--- config.mk ---
export PLATFORM = sky130hd
export DESIGN_NAME = sac_approximation_register
export DESIGN_NICKNAME = d
export VERILOG_FILES = /design/src/verilog/sac_pkg.sv /design/src/verilog/sac_approximation_register.sv /design/src/verilog/sac_rise_detect.sv /design/src/verilog/sac_word_fifo.sv
export VERILOG_INCLUDE_DIRS = /design/src /design/src/verilog
export SDC_FILE = /design/constraint.sdc
export NUM_CORES = 1
export LEC_CHECK = 0
export BUFFER_PORTS_ARGS = -buffer_cell sky130_fd_sc_hd__buf_2
export CAP_MARGIN = 20
export CORE_MARGIN = 1.5
export CORE_UTILIZATION = 60
export DETAILED_ROUTE_END_ITERATION = 6
export PLACE_DENSITY_LB_ADDON = 0.12
export SLEW_MARGIN = 20
export SYNTH_ARGS = -nofsm -noshare
export SYNTH_HDL_FRONTEND = slang
export SYNTH_SLANG_ARGS = --single-unit
export TNS_END_PERCENT = 20
--- constraint.sdc ---
create_clock -name sys_clk -period 9.35 [get_ports sys_clk]
set_input_delay 0.935 -clock sys_clk [delete_from_list [all_inputs] [get_ports sys_clk]]
set_output_delay 0.935 -clock sys_clk [all_outputs]
set_load 0.03 [all_outputs]
--- src/verilog/sac_defs.svh ---
// constants for the 8-bit successive approximation sequencer
// assumes inclusion by bare name from every design file that needs them
// Functional notes
// - every input is taken only on the rising clock edge; the code takes rst_n asynchronously
// - a sampled rise of start_conversion begins a conversion sequence
// - comparator decision is captured on a rising edge before it is used; the code writes comp_decision into the trial bit at that same edge
// - master_clear zeroes outputs; device stays cleared until start_conversion is high
// - length_truncate ends conversion early; held low for a full 8-bit word
// - each bit set high in turn MSB first, then kept or cleared by decision
// - a decided bit holds until clear or a new conversion
// - conv_done rises on the falling edge after the last decision or truncate
// - serial_out shows each decided bit, MSB first
// - serial_out is zero in first period, while cleared, second cycle after done
// - feed-forward releases serial one cycle after done; master-clear variant stays suppressed
// - with conv_done low and clock running no state is stable; the code rests in the cleared state while start_conversion is low
// - feed-forward variant restarts automatically after done while start_conversion is high
// - free-running and strobed operation, truncated or cascaded word lengths
// - one register converts at most eight bits; wider words need cascading
// - cascaded 12-bit converter updates results every thirteen clocks
`ifndef SAC_DEFS_SVH
`define SAC_DEFS_SVH

`define SAC_WIDTH       8
`define SAC_FIFO_DEPTH  16
`define SAC_ST_CLEARED  3'h1
`define SAC_ST_RUN      3'h2
`define SAC_ST_DONE     3'h4

`endif

--- src/verilog/sac_pkg.sv ---
// types shared by the approximation register files
// assumes sac_defs.svh is on the include path
`include "sac_defs.svh"

package sac_pkg;

  // sequencer states, one-hot
  typedef enum logic [2:0] {
    SAC_CLEARED = `SAC_ST_CLEARED,
    SAC_RUN     = `SAC_ST_RUN,
    SAC_DONE    = `SAC_ST_DONE
  } sac_state_t;

endpackage

--- src/verilog/sac_approximation_register.sv ---
// successive approximation sequencer with serial and parallel result
// assumes a comparator on comp_decision and a dac reading result_bits
// all inputs but rst_n are synchronous to sys_clk; conv_done moves on the falling edge
`timescale 1ns/1ps
`default_nettype none
`include "sac_defs.svh"

module sac_approximation_register #(
  parameter int WIDTH        = `SAC_WIDTH,      // at most eight bits per register
  parameter int FIFO_DEPTH   = `SAC_FIFO_DEPTH, // finished words held for the reader
  parameter bit FEED_FORWARD = 1'b0             // 0: master-clear variant, 1: feed-forward
) (
  input  wire logic             sys_clk,          // system clock, 125 MHz
  input  wire logic             rst_n,            // async reset, active low
  input  wire logic             start_conversion, // start request level
  input  wire logic             master_clear,     // clear, master-clear variant only
  input  wire logic             length_truncate,  // early end, feed-forward variant only
  input  wire logic             comp_decision,    // comparator: 1 keeps the trial bit
  output logic      [WIDTH-1:0] result_bits,      // parallel result to the dac
  output logic                  conv_done,        // conversion finished
  output logic                  serial_out,       // serial result, msb first
  output logic      [WIDTH-1:0] word_data,        // finished word at fifo head
  output logic                  word_valid,       // word_data holds a word
  input  wire logic             word_ready        // reader takes word_data
);

  localparam int BW = (WIDTH > 1) ? $clog2(WIDTH) : 1;

  // sequencer state
  sac_pkg::sac_state_t state_q;
  sac_pkg::sac_state_t state_d;
  logic [BW-1:0]       bit_q;
  logic [BW-1:0]       bit_d;
  logic [WIDTH-1:0]    result_q;
  logic [WIDTH-1:0]    result_d;
  logic                serial_q;
  logic                serial_d;
  logic                fin_q;
  logic                fin_d;
  logic                done_q;
  logic                done_d;

  // glue between sequencer, edge detector and fifo
  logic             start_rise;
  logic             push;
  logic [WIDTH-1:0] push_data;
  logic             fifo_ready;
  logic             clear;
  logic             go;
  logic             last;

  // start is recognised by its sampled rise
  sac_rise_detect u_start_rise (
    .sys_clk  (sys_clk),
    .rst_n    (rst_n),
    .level_in (start_conversion),
    .rise     (start_rise)
  );

  // finished words wait here; a full fifo holds off the next start
  sac_word_fifo #(
    .WIDTH (WIDTH),
    .DEPTH (FIFO_DEPTH)
  ) u_fifo (
    .sys_clk   (sys_clk),
    .rst_n     (rst_n),
    .in_valid  (push),
    .in_data   (push_data),
    .in_ready  (fifo_ready),
    .out_valid (word_valid),
    .out_data  (word_data),
    .out_ready (word_ready)
  );

  // variant selection: only one of the two side inputs is ever looked at
  assign clear = ~FEED_FORWARD & master_clear;
  assign last  = (bit_q == '0) | (FEED_FORWARD & length_truncate);

  // a rise starts from anywhere; a held level restarts from cleared or done,
  // so with conv_done low only the cleared state stays put, while start is low or the fifo full
  always_comb begin
    go = start_rise;
    if ((state_q == sac_pkg::SAC_CLEARED) && start_conversion) begin
      go = 1'b1;
    end
    if ((state_q == sac_pkg::SAC_DONE) && start_conversion) begin
      go = 1'b1;
    end
    go = go & fifo_ready;
  end

  // next-state logic for the sequencer; all decisions are rising-edge samples
  always_comb begin
    state_d   = state_q;
    bit_d     = bit_q;
    result_d  = result_q;
    serial_d  = 1'b0;
    fin_d     = 1'b0;
    push      = 1'b0;
    push_data = result_q;
    if (clear) begin
      // outputs go to zero and stay there until a start is seen
      state_d  = sac_pkg::SAC_CLEARED;
      result_d = '0;
      serial_d = 1'b0;
    end else if (go) begin
      // first period: msb trial only, serial held off
      state_d  = sac_pkg::SAC_RUN;
      bit_d    = BW'(WIDTH - 1);
      result_d = {1'b1, {(WIDTH - 1){1'b0}}};
      serial_d = 1'b0;
    end else begin
      unique case (state_q)
        sac_pkg::SAC_CLEARED: begin
          result_d = '0;
        end
        sac_pkg::SAC_RUN: begin
          // the comparator sample itself decides the trial bit at this edge
          result_d[bit_q] = comp_decision;
          serial_d        = comp_decision;
          if (last) begin
            state_d   = sac_pkg::SAC_DONE;
            fin_d     = 1'b1;
            push      = 1'b1;
            push_data = result_d;
          end else begin
            bit_d                            = bit_q - BW'(1);
            result_d[BW'(bit_q - BW'(1))]    = 1'b1;
          end
        end
        sac_pkg::SAC_DONE: begin
          // decided bits hold; feed-forward keeps the last serial bit one more cycle
          result_d = result_q;
          serial_d = FEED_FORWARD & fin_q & serial_q;
        end
        default: begin
          state_d  = sac_pkg::SAC_CLEARED;
          result_d = '0;
        end
      endcase
    end
  end

  always_ff @(posedge sys_clk or negedge rst_n) begin
    if (!rst_n) begin
      state_q  <= sac_pkg::SAC_CLEARED;
      bit_q    <= '0;
      result_q <= '0;
      serial_q <= 1'b0;
      fin_q    <= 1'b0;
    end else begin
      state_q  <= state_d;
      bit_q    <= bit_d;
      result_q <= result_d;
      serial_q <= serial_d;
      fin_q    <= fin_d;
    end
  end

  // done follows the sequencer half a period late so the bits have settled
  always_comb begin
    done_d = (state_q == sac_pkg::SAC_DONE);
  end

  always_ff @(negedge sys_clk or negedge rst_n) begin
    if (!rst_n) begin
      done_q <= 1'b0;
    end else begin
      done_q <= done_d;
    end
  end

  assign result_bits = result_q;
  assign serial_out  = serial_q;
  assign conv_done   = done_q;

endmodule

`default_nettype wire

--- src/verilog/sac_rise_detect.sv ---
// rising-edge detector for a level that is synchronous to sys_clk
// assumes the input already meets setup to sys_clk
`timescale 1ns/1ps
`default_nettype none

module sac_rise_detect (
  input  wire logic sys_clk,  // system clock
  input  wire logic rst_n,    // async reset, active low
  input  wire logic level_in, // sampled level
  output logic      rise      // high in the cycle the level is first seen high
);

  logic prev_q;
  logic prev_d;

  // previous sample, taken on rising edges only
  always_comb begin
    prev_d = level_in;
  end

  always_ff @(posedge sys_clk or negedge rst_n) begin
    if (!rst_n) begin
      prev_q <= 1'b0;
    end else begin
      prev_q <= prev_d;
    end
  end

  assign rise = level_in & ~prev_q;

endmodule

`default_nettype wire

--- src/verilog/sac_word_fifo.sv ---
// shift-register fifo for finished result words
// head entry is a flip-flop so the output needs no read mux
`timescale 1ns/1ps
`default_nettype none
`include "sac_defs.svh"

module sac_word_fifo #(
  parameter int WIDTH = `SAC_WIDTH,
  parameter int DEPTH = `SAC_FIFO_DEPTH
) (
  input  wire logic             sys_clk,   // system clock
  input  wire logic             rst_n,     // async reset, active low
  input  wire logic             in_valid,  // word offered
  input  wire logic [WIDTH-1:0] in_data,   // word to store
  output logic                  in_ready,  // room for a word
  output logic                  out_valid, // head holds a word
  output logic      [WIDTH-1:0] out_data,  // head word
  input  wire logic             out_ready  // drain side takes the head
);

  localparam int CW = $clog2(DEPTH + 1);

  logic [WIDTH-1:0] mem_q [DEPTH];
  logic [WIDTH-1:0] mem_d [DEPTH];
  logic [CW-1:0]    count_q;
  logic [CW-1:0]    count_d;
  logic             valid_q;
  logic             valid_d;
  logic             pop;
  logic             push;
  logic [CW-1:0]    wr_idx;

  // full is the honest count, so back-pressure reaches the sequencer
  assign in_ready = (count_q != CW'(DEPTH));
  assign pop      = valid_q & out_ready;
  assign push     = in_valid & in_ready;
  assign wr_idx   = count_q - CW'(pop);

  // occupancy and head valid
  always_comb begin
    count_d = count_q + CW'(push) - CW'(pop);
    valid_d = (count_d != '0);
  end

  // each entry shifts toward the head on pop; the write lands behind the last word
  genvar i;
  for (i = 0; i < DEPTH; i++) begin : g_entry
    always_comb begin
      mem_d[i] = mem_q[i];
      if (pop && (i < DEPTH - 1)) begin
        mem_d[i] = mem_q[(i < DEPTH - 1) ? i + 1 : i];
      end
      if (push && (wr_idx == CW'(i))) begin
        mem_d[i] = in_data;
      end
    end

    always_ff @(posedge sys_clk or negedge rst_n) begin
      if (!rst_n) begin
        mem_q[i] <= '0;
      end else begin
        mem_q[i] <= mem_d[i];
      end
    end
  end

  always_ff @(posedge sys_clk or negedge rst_n) begin
    if (!rst_n) begin
      count_q <= '0;
      valid_q <= 1'b0;
    end else begin
      count_q <= count_d;
      valid_q <= valid_d;
    end
  end

  assign out_valid = valid_q;
  assign out_data  = mem_q[0];

endmodule

`default_nettype wire
# Word-level counts from Yosys, hierarchy flattened
# Cells that the tools add are included.
word_totals:
  regBits: 151
  latch_bits: 0
  ram_bits: 0
  mem_bits_ro: 0
  inputBits: 7
  output_inout_bits: 19
  word_cells: 163
  mem_count: 0
op_classes:
  add_sub_neg: 4
  n_mul: 0
  div: 0
  n_lt_le_gt_ge: 4
  eq_ne: 23
  n_shift: 0
  n_mux: 59
  bitwise: 7
  reduce_logical: 42
ops:
  columns: ["op", "n"]
  rows:
  - ["8-bit two-way mux", 37]
  - ["5-bit by 4-bit equality test with 1-bit output (second input constant)", 8]
  - ["2-bit nonzero test", 16]
  - ["5-bit by 3-bit equality test with 1-bit output (second input constant)", 4]
  - ["1-bit logical AND", 20]
  - ["3-bit two-way mux", 6]
  - ["8-bit case mux with 2 select lines", 1]
  - ["1-bit two-way mux", 11]
  - ["5-bit by 2-bit equality test with 1-bit output (second input constant)", 2]
  - ["5-bit by 1-bit subtractor with 5-bit output", 2]
  - ["8-bit bitwise mux", 1]
  - ["3-bit by 4-bit < comparator with 1-bit output (second input constant)", 2]
  - ["8-bit bitwise OR", 1]
  - ["1-bit demux with 3-bit select", 2]
  - ["3-bit by 1-bit greater-or-equal comparator with 1-bit output (second input constant)", 2]
  - ["3-bit case mux with 2 select lines", 1]
  - ["5-bit by 1-bit adder with 5-bit output", 1]
  - ["5-bit by 1-bit equality test with 1-bit output (second input constant)", 1]
  - ["5-bit logical NOT", 1]
  - ["5-bit != test (second input constant)", 1]
  - ["5-bit nonzero test", 1]
  - ["1-bit bitwise AND", 4]
  - ["4-bit != test (second input constant)", 1]
  - ["3-bit by 1-bit equality test with 1-bit output (second input constant)", 1]
  - ["other kinds (11)", 12]

# Depth between registers and ports, before layout
depth:
  word_depth: 11
  mapped_depth: 14
  depth_no_buf: 12

# Modules after synthesis
# From an unflattened synthesis, not the netlist that was laid out.
hier_totals:
  hier_cells: 614
  area_unflattened_um2: 8084.0
by_module_without_submodules:
  columns: ["mod", "n_inst", "cells_each", "area_per_inst_um2", "seq_area_each_um2"]
  rows:
  - ["sac_word_fifo", 1, 496, 6956.7, 3353.2]
  - ["sac_approximation_register", 1, 116, 1088.5, 401.6]
  - ["sac_rise_detect", 1, 2, 38.8, 25.0]

==> results by group <==
Run status
  • Outcome: complete, no violations

Route
  • Iter 0 DRT Violations: 226
  • Pre-antenna DRT Iters: 4
  • Avg WL per Cell: 16.9 um
  • Vias: 4511
  • Final wirelength: roughly 13000 um
  • Vias/cell: 5.71
  • DRC viols: 0
  • Antenna Violating Nets Remaining: 0

Synthesis
  • Synth Instances: 596
  • Netlist cell types: 52
  • Synth warnings: 0
  • Sequential-to-total area share from yosys stat: 0.487
  • Syn_nets: 615
  • Post-synth ARST share: 1.00
  • Mean post-synth cell area: 13.0 um^2
  • Post-synth EDFFs: 0
  • Synthesized flop and latch total: 151
  • Main synth FF type: dfrtp_1
  • Post-synthesis cell area: 0.00776 mm^2

Global route
  • Largest net degree at the start of global routing: 86
  • Initial antenna violation count: 0
  • GR Overflow Total: 0
  • Vias in the first global route: 4531
  • Tot GR Track Use: 0.219
  • First-pass GRT wire length: 22900 um

Timing
  • Setup TNS: 0 ns
  • Final hold vios: 0
  • Slew @ Worst Pin: roughly 1.1 ns
  • RSZ-0062 raised after global routing: no
  • Max Transition Viols Final: 0
  • Worst hold slack: slightly above 0.5 ns
  • Final setup fails: 0
  • Max Clock Skew: 0.0215 ns
  • Normalized max-slew margin: 0.291
  • Setup ws final: 2.77 ns

Die
  • Die Span Y: 117 um
  • Core box area: ~0.013 mm^2
  • Die Width: ~120 um
  • Die Area: between 0.01 and 0.015 mm^2
  • Number of I/O pins: 26
  • Initial Util: 0.615
  • Rows: 41

Worst setup path
  • Worst path depth: 1
  • R2R depth: 1
  • FF-to-FF setup slack: 3.86 ns
  • Critical path's top delay family: flip-flops
  • CP max stage cell: dfrtn_1
  • Required time worst endpoint: 8.42 ns
  • Worst path cell trace: buf_2
  • CP Data Arrival Time: 5.65 ns
  • CP max FO: 1
  • CP Capture Type: output port
  • Capturing point of the worst reg2reg path: conv_done$_DFF_NN0_
  • Crit path kind: reg -> out
  • Worst setup endpoint: conv_done
  • Buf/Inv on CP: 1
  • Critical path launch point: conv_done$_DFF_NN0_
  • Crit path launch type: register
  • Reg2Reg Launch Point: state_q[0]$_DFFE_PN1P_
  • CP max stage delay: 0.39 ns

Place
  • DP HPWL: 9020 um
  • Input/output buffers: 24
  • Placed Area: 0.00795 mm^2
  • Pre-CTS WS: ~3.2 ns
  • Placed cell count: 758
  • GPL Wtd Cong: 0.856

Power
  • Combinational fraction of design power: 0.220
  • Overall power: 1.66 mW
  • Switching power share of the total: 0.302
  • Leakage power: 4.38 nW
  • Clock share of power: 0.361
  • Peak VDD IR: 125 uV
  • NetSw: 0.502 mW
  • Internal power: 1.16 mW
  • Reg power frac: 0.419
  • Pwr Density: slightly below 200 mW/mm^2

Finish
  • Post-layout util: 0.672
  • Synth-to-Final Area Change: 9.32%
  • Diodes inserted: 0
  • Post-Layout Cell Count: between 700 and 800
  • Nets: 624
  • Final Instance Area: 0.00848 mm^2
  • Layout cells sized above 1: 0.291

CTS
  • CTS Root Cell: clkbuf_16
  • CTS Buf Count: 17
  • Total setup buffers inserted after CTS: 0
  • Worst skew pair latency: 0.42 ns
  • H-tree lvl count: 4
  • Post-CTS sizing: 0
  • CTS sink count: 151
  • Clock slew at reported path FFs: 0.06 ns
  • Hold_buf cts: 0
  • CTS tree: done
  • Clock buffer depth: 2

Job
  • Max cap viols: 0

Min path
  • Worst hold path type: reg -> reg
  • Hold-critical path depth: 1
==> synth_stat cells, types with 3 or more instances <==
cell type	count	area, um^2
nand4_4	3	63.8
mux2i_1	155	1550
buf_2	6	30.0
nand3_1	3	15.0
nor2_1	10	37.5
nand2_1	12	45.0
buf_4	8	60.1
clkbuf_1	19	71.3
dfrtp_1	149	3730
nand2b_1	5	31.3
nand2_2	10	62.6
a21oi_1	13	65.1
nor3_1	4	20.0
xnor2_1	8	70.1
a211oi_4	3	60.1
mux2i_2	3	41.3
ha_1	11	138
a21boi_0	3	22.5
and3_1	4	25.0
a22o_1	4	35.0
inv_1	19	71.3
mux2_2	99	1110
or3_1	4	25.0
o21ai_0	4	20.0
==> layer usage <==
metal	part of all wire	global-route usage	wire, um	vias to the layer above
met5	0	0	0	-
met4	0.010	0.0763	138	0
met3	0.021	0.0493	281	9
met2	0.50	0.358	6680	47
met1	0.47	0.290	6290	2291
li1	-	-	-	2164
==> area by class of cell <==
cell class                 instances  area (um^2)
clock inverter                     8         48.8
multi-input combinational        389         3750
clock buffer                      24          472
tap                              172          215
fill                             987         4140
sequential                       151         3780
timing repair buffer              26          145
inverter                          20         75.1
==> power by group through the flow <==
stage               combinational (mW)  sequential [mW]  clock, mW
floorplan                        0.296            0.704          0
global placement                 0.362            0.707          0
detailed placement               0.369            0.708          0
CTS                              0.371            0.696      0.620
global route                     0.402            0.701      0.649
finish                           0.366            0.698      0.601
==> placed cells by master, fill, tap and decap left out, types with 2 or more instances in the layout <==
cell type   netlist  routed
nand2_1          12      11
clkbuf_8          0       2
nand3_1           3       3
mux2i_1         155     155
a21oi_1          13      13
a211o_1           2       2
buf_2             6      23
dfrtp_1         149     149
a21o_1            2       2
buf_6             0       2
a21boi_0          3       3
clkbuf_1         19       5
nand2b_1          5       5
ha_1             11      11
nor2_1           10      10
nor4_1            2       2
xnor2_1           8       8
clkbuf_16         0      17
nand2_2          10      10
o21bai_1          2       2
mux2_2           99      99
and3_1            4       4
a22o_1            4       4
xor2_1            2       2
o21ai_0           4       4
a211oi_4          3       3
o22ai_1           2       2
nand4_2           2       2
clkinvlp_4        0       2
or3_1             4       4
nor3_1            4       4
nor2b_1           2       2
mux2i_2           3       3
nand4_4           3       3
inv_1            19      19
clkinv_2          0       5
==> cell families (layout without fill, tap and decap cells) <==
logic type | count (synthesis) | in the layout | synth area share
flops | 151 | 151 | 0.487
xor+xnor | 10 | 10 | 0.0113
compound gates | 42 | 42 | 0.0418
simple gates | 68 | 68 | 0.0584
fa+ha+maj | 12 | 12 | 0.0203
buf+inv | 56 | 78 | 0.0321
mux | 257 | 257 | 0.349
==> how the worst min path moves through the flow <==
stage	end	startpoint	slack, ns
2_1_floorplan	u_fifo.mem_q[7]$_DFFE_PN0P_	u_fifo.mem_q[7]$_DFFE_PN0P_	0.47
3_3_place_gp	u_fifo.mem_q[7]$_DFFE_PN0P_	u_fifo.mem_q[7]$_DFFE_PN0P_	0.48
3_5_place_dp	u_fifo.mem_q[4]$_DFFE_PN0P_	u_fifo.mem_q[4]$_DFFE_PN0P_	0.49
4_1_cts	u_fifo.mem_q[4]$_DFFE_PN0P_	u_fifo.mem_q[4]$_DFFE_PN0P_	0.51
5_1_grt	u_fifo.mem_q[4]$_DFFE_PN0P_	u_fifo.mem_q[4]$_DFFE_PN0P_	0.53
6_report	u_fifo.mem_q[4]$_DFFE_PN0P_	u_fifo.mem_q[4]$_DFFE_PN0P_	0.50
==> flip-flops by register name, summed over array words and instances (netlist names) <==
register             flops
bit_q                    3
conv_done                1
result_bits              8
serial_out               1
state_q                  3
u_fifo.count_q           5
u_fifo.mem_q           120
u_fifo.out_data          8
u_fifo.out_valid         1
u_start_rise.prev_q      1
No activity file was read; power rests on OpenSTA's default activity.
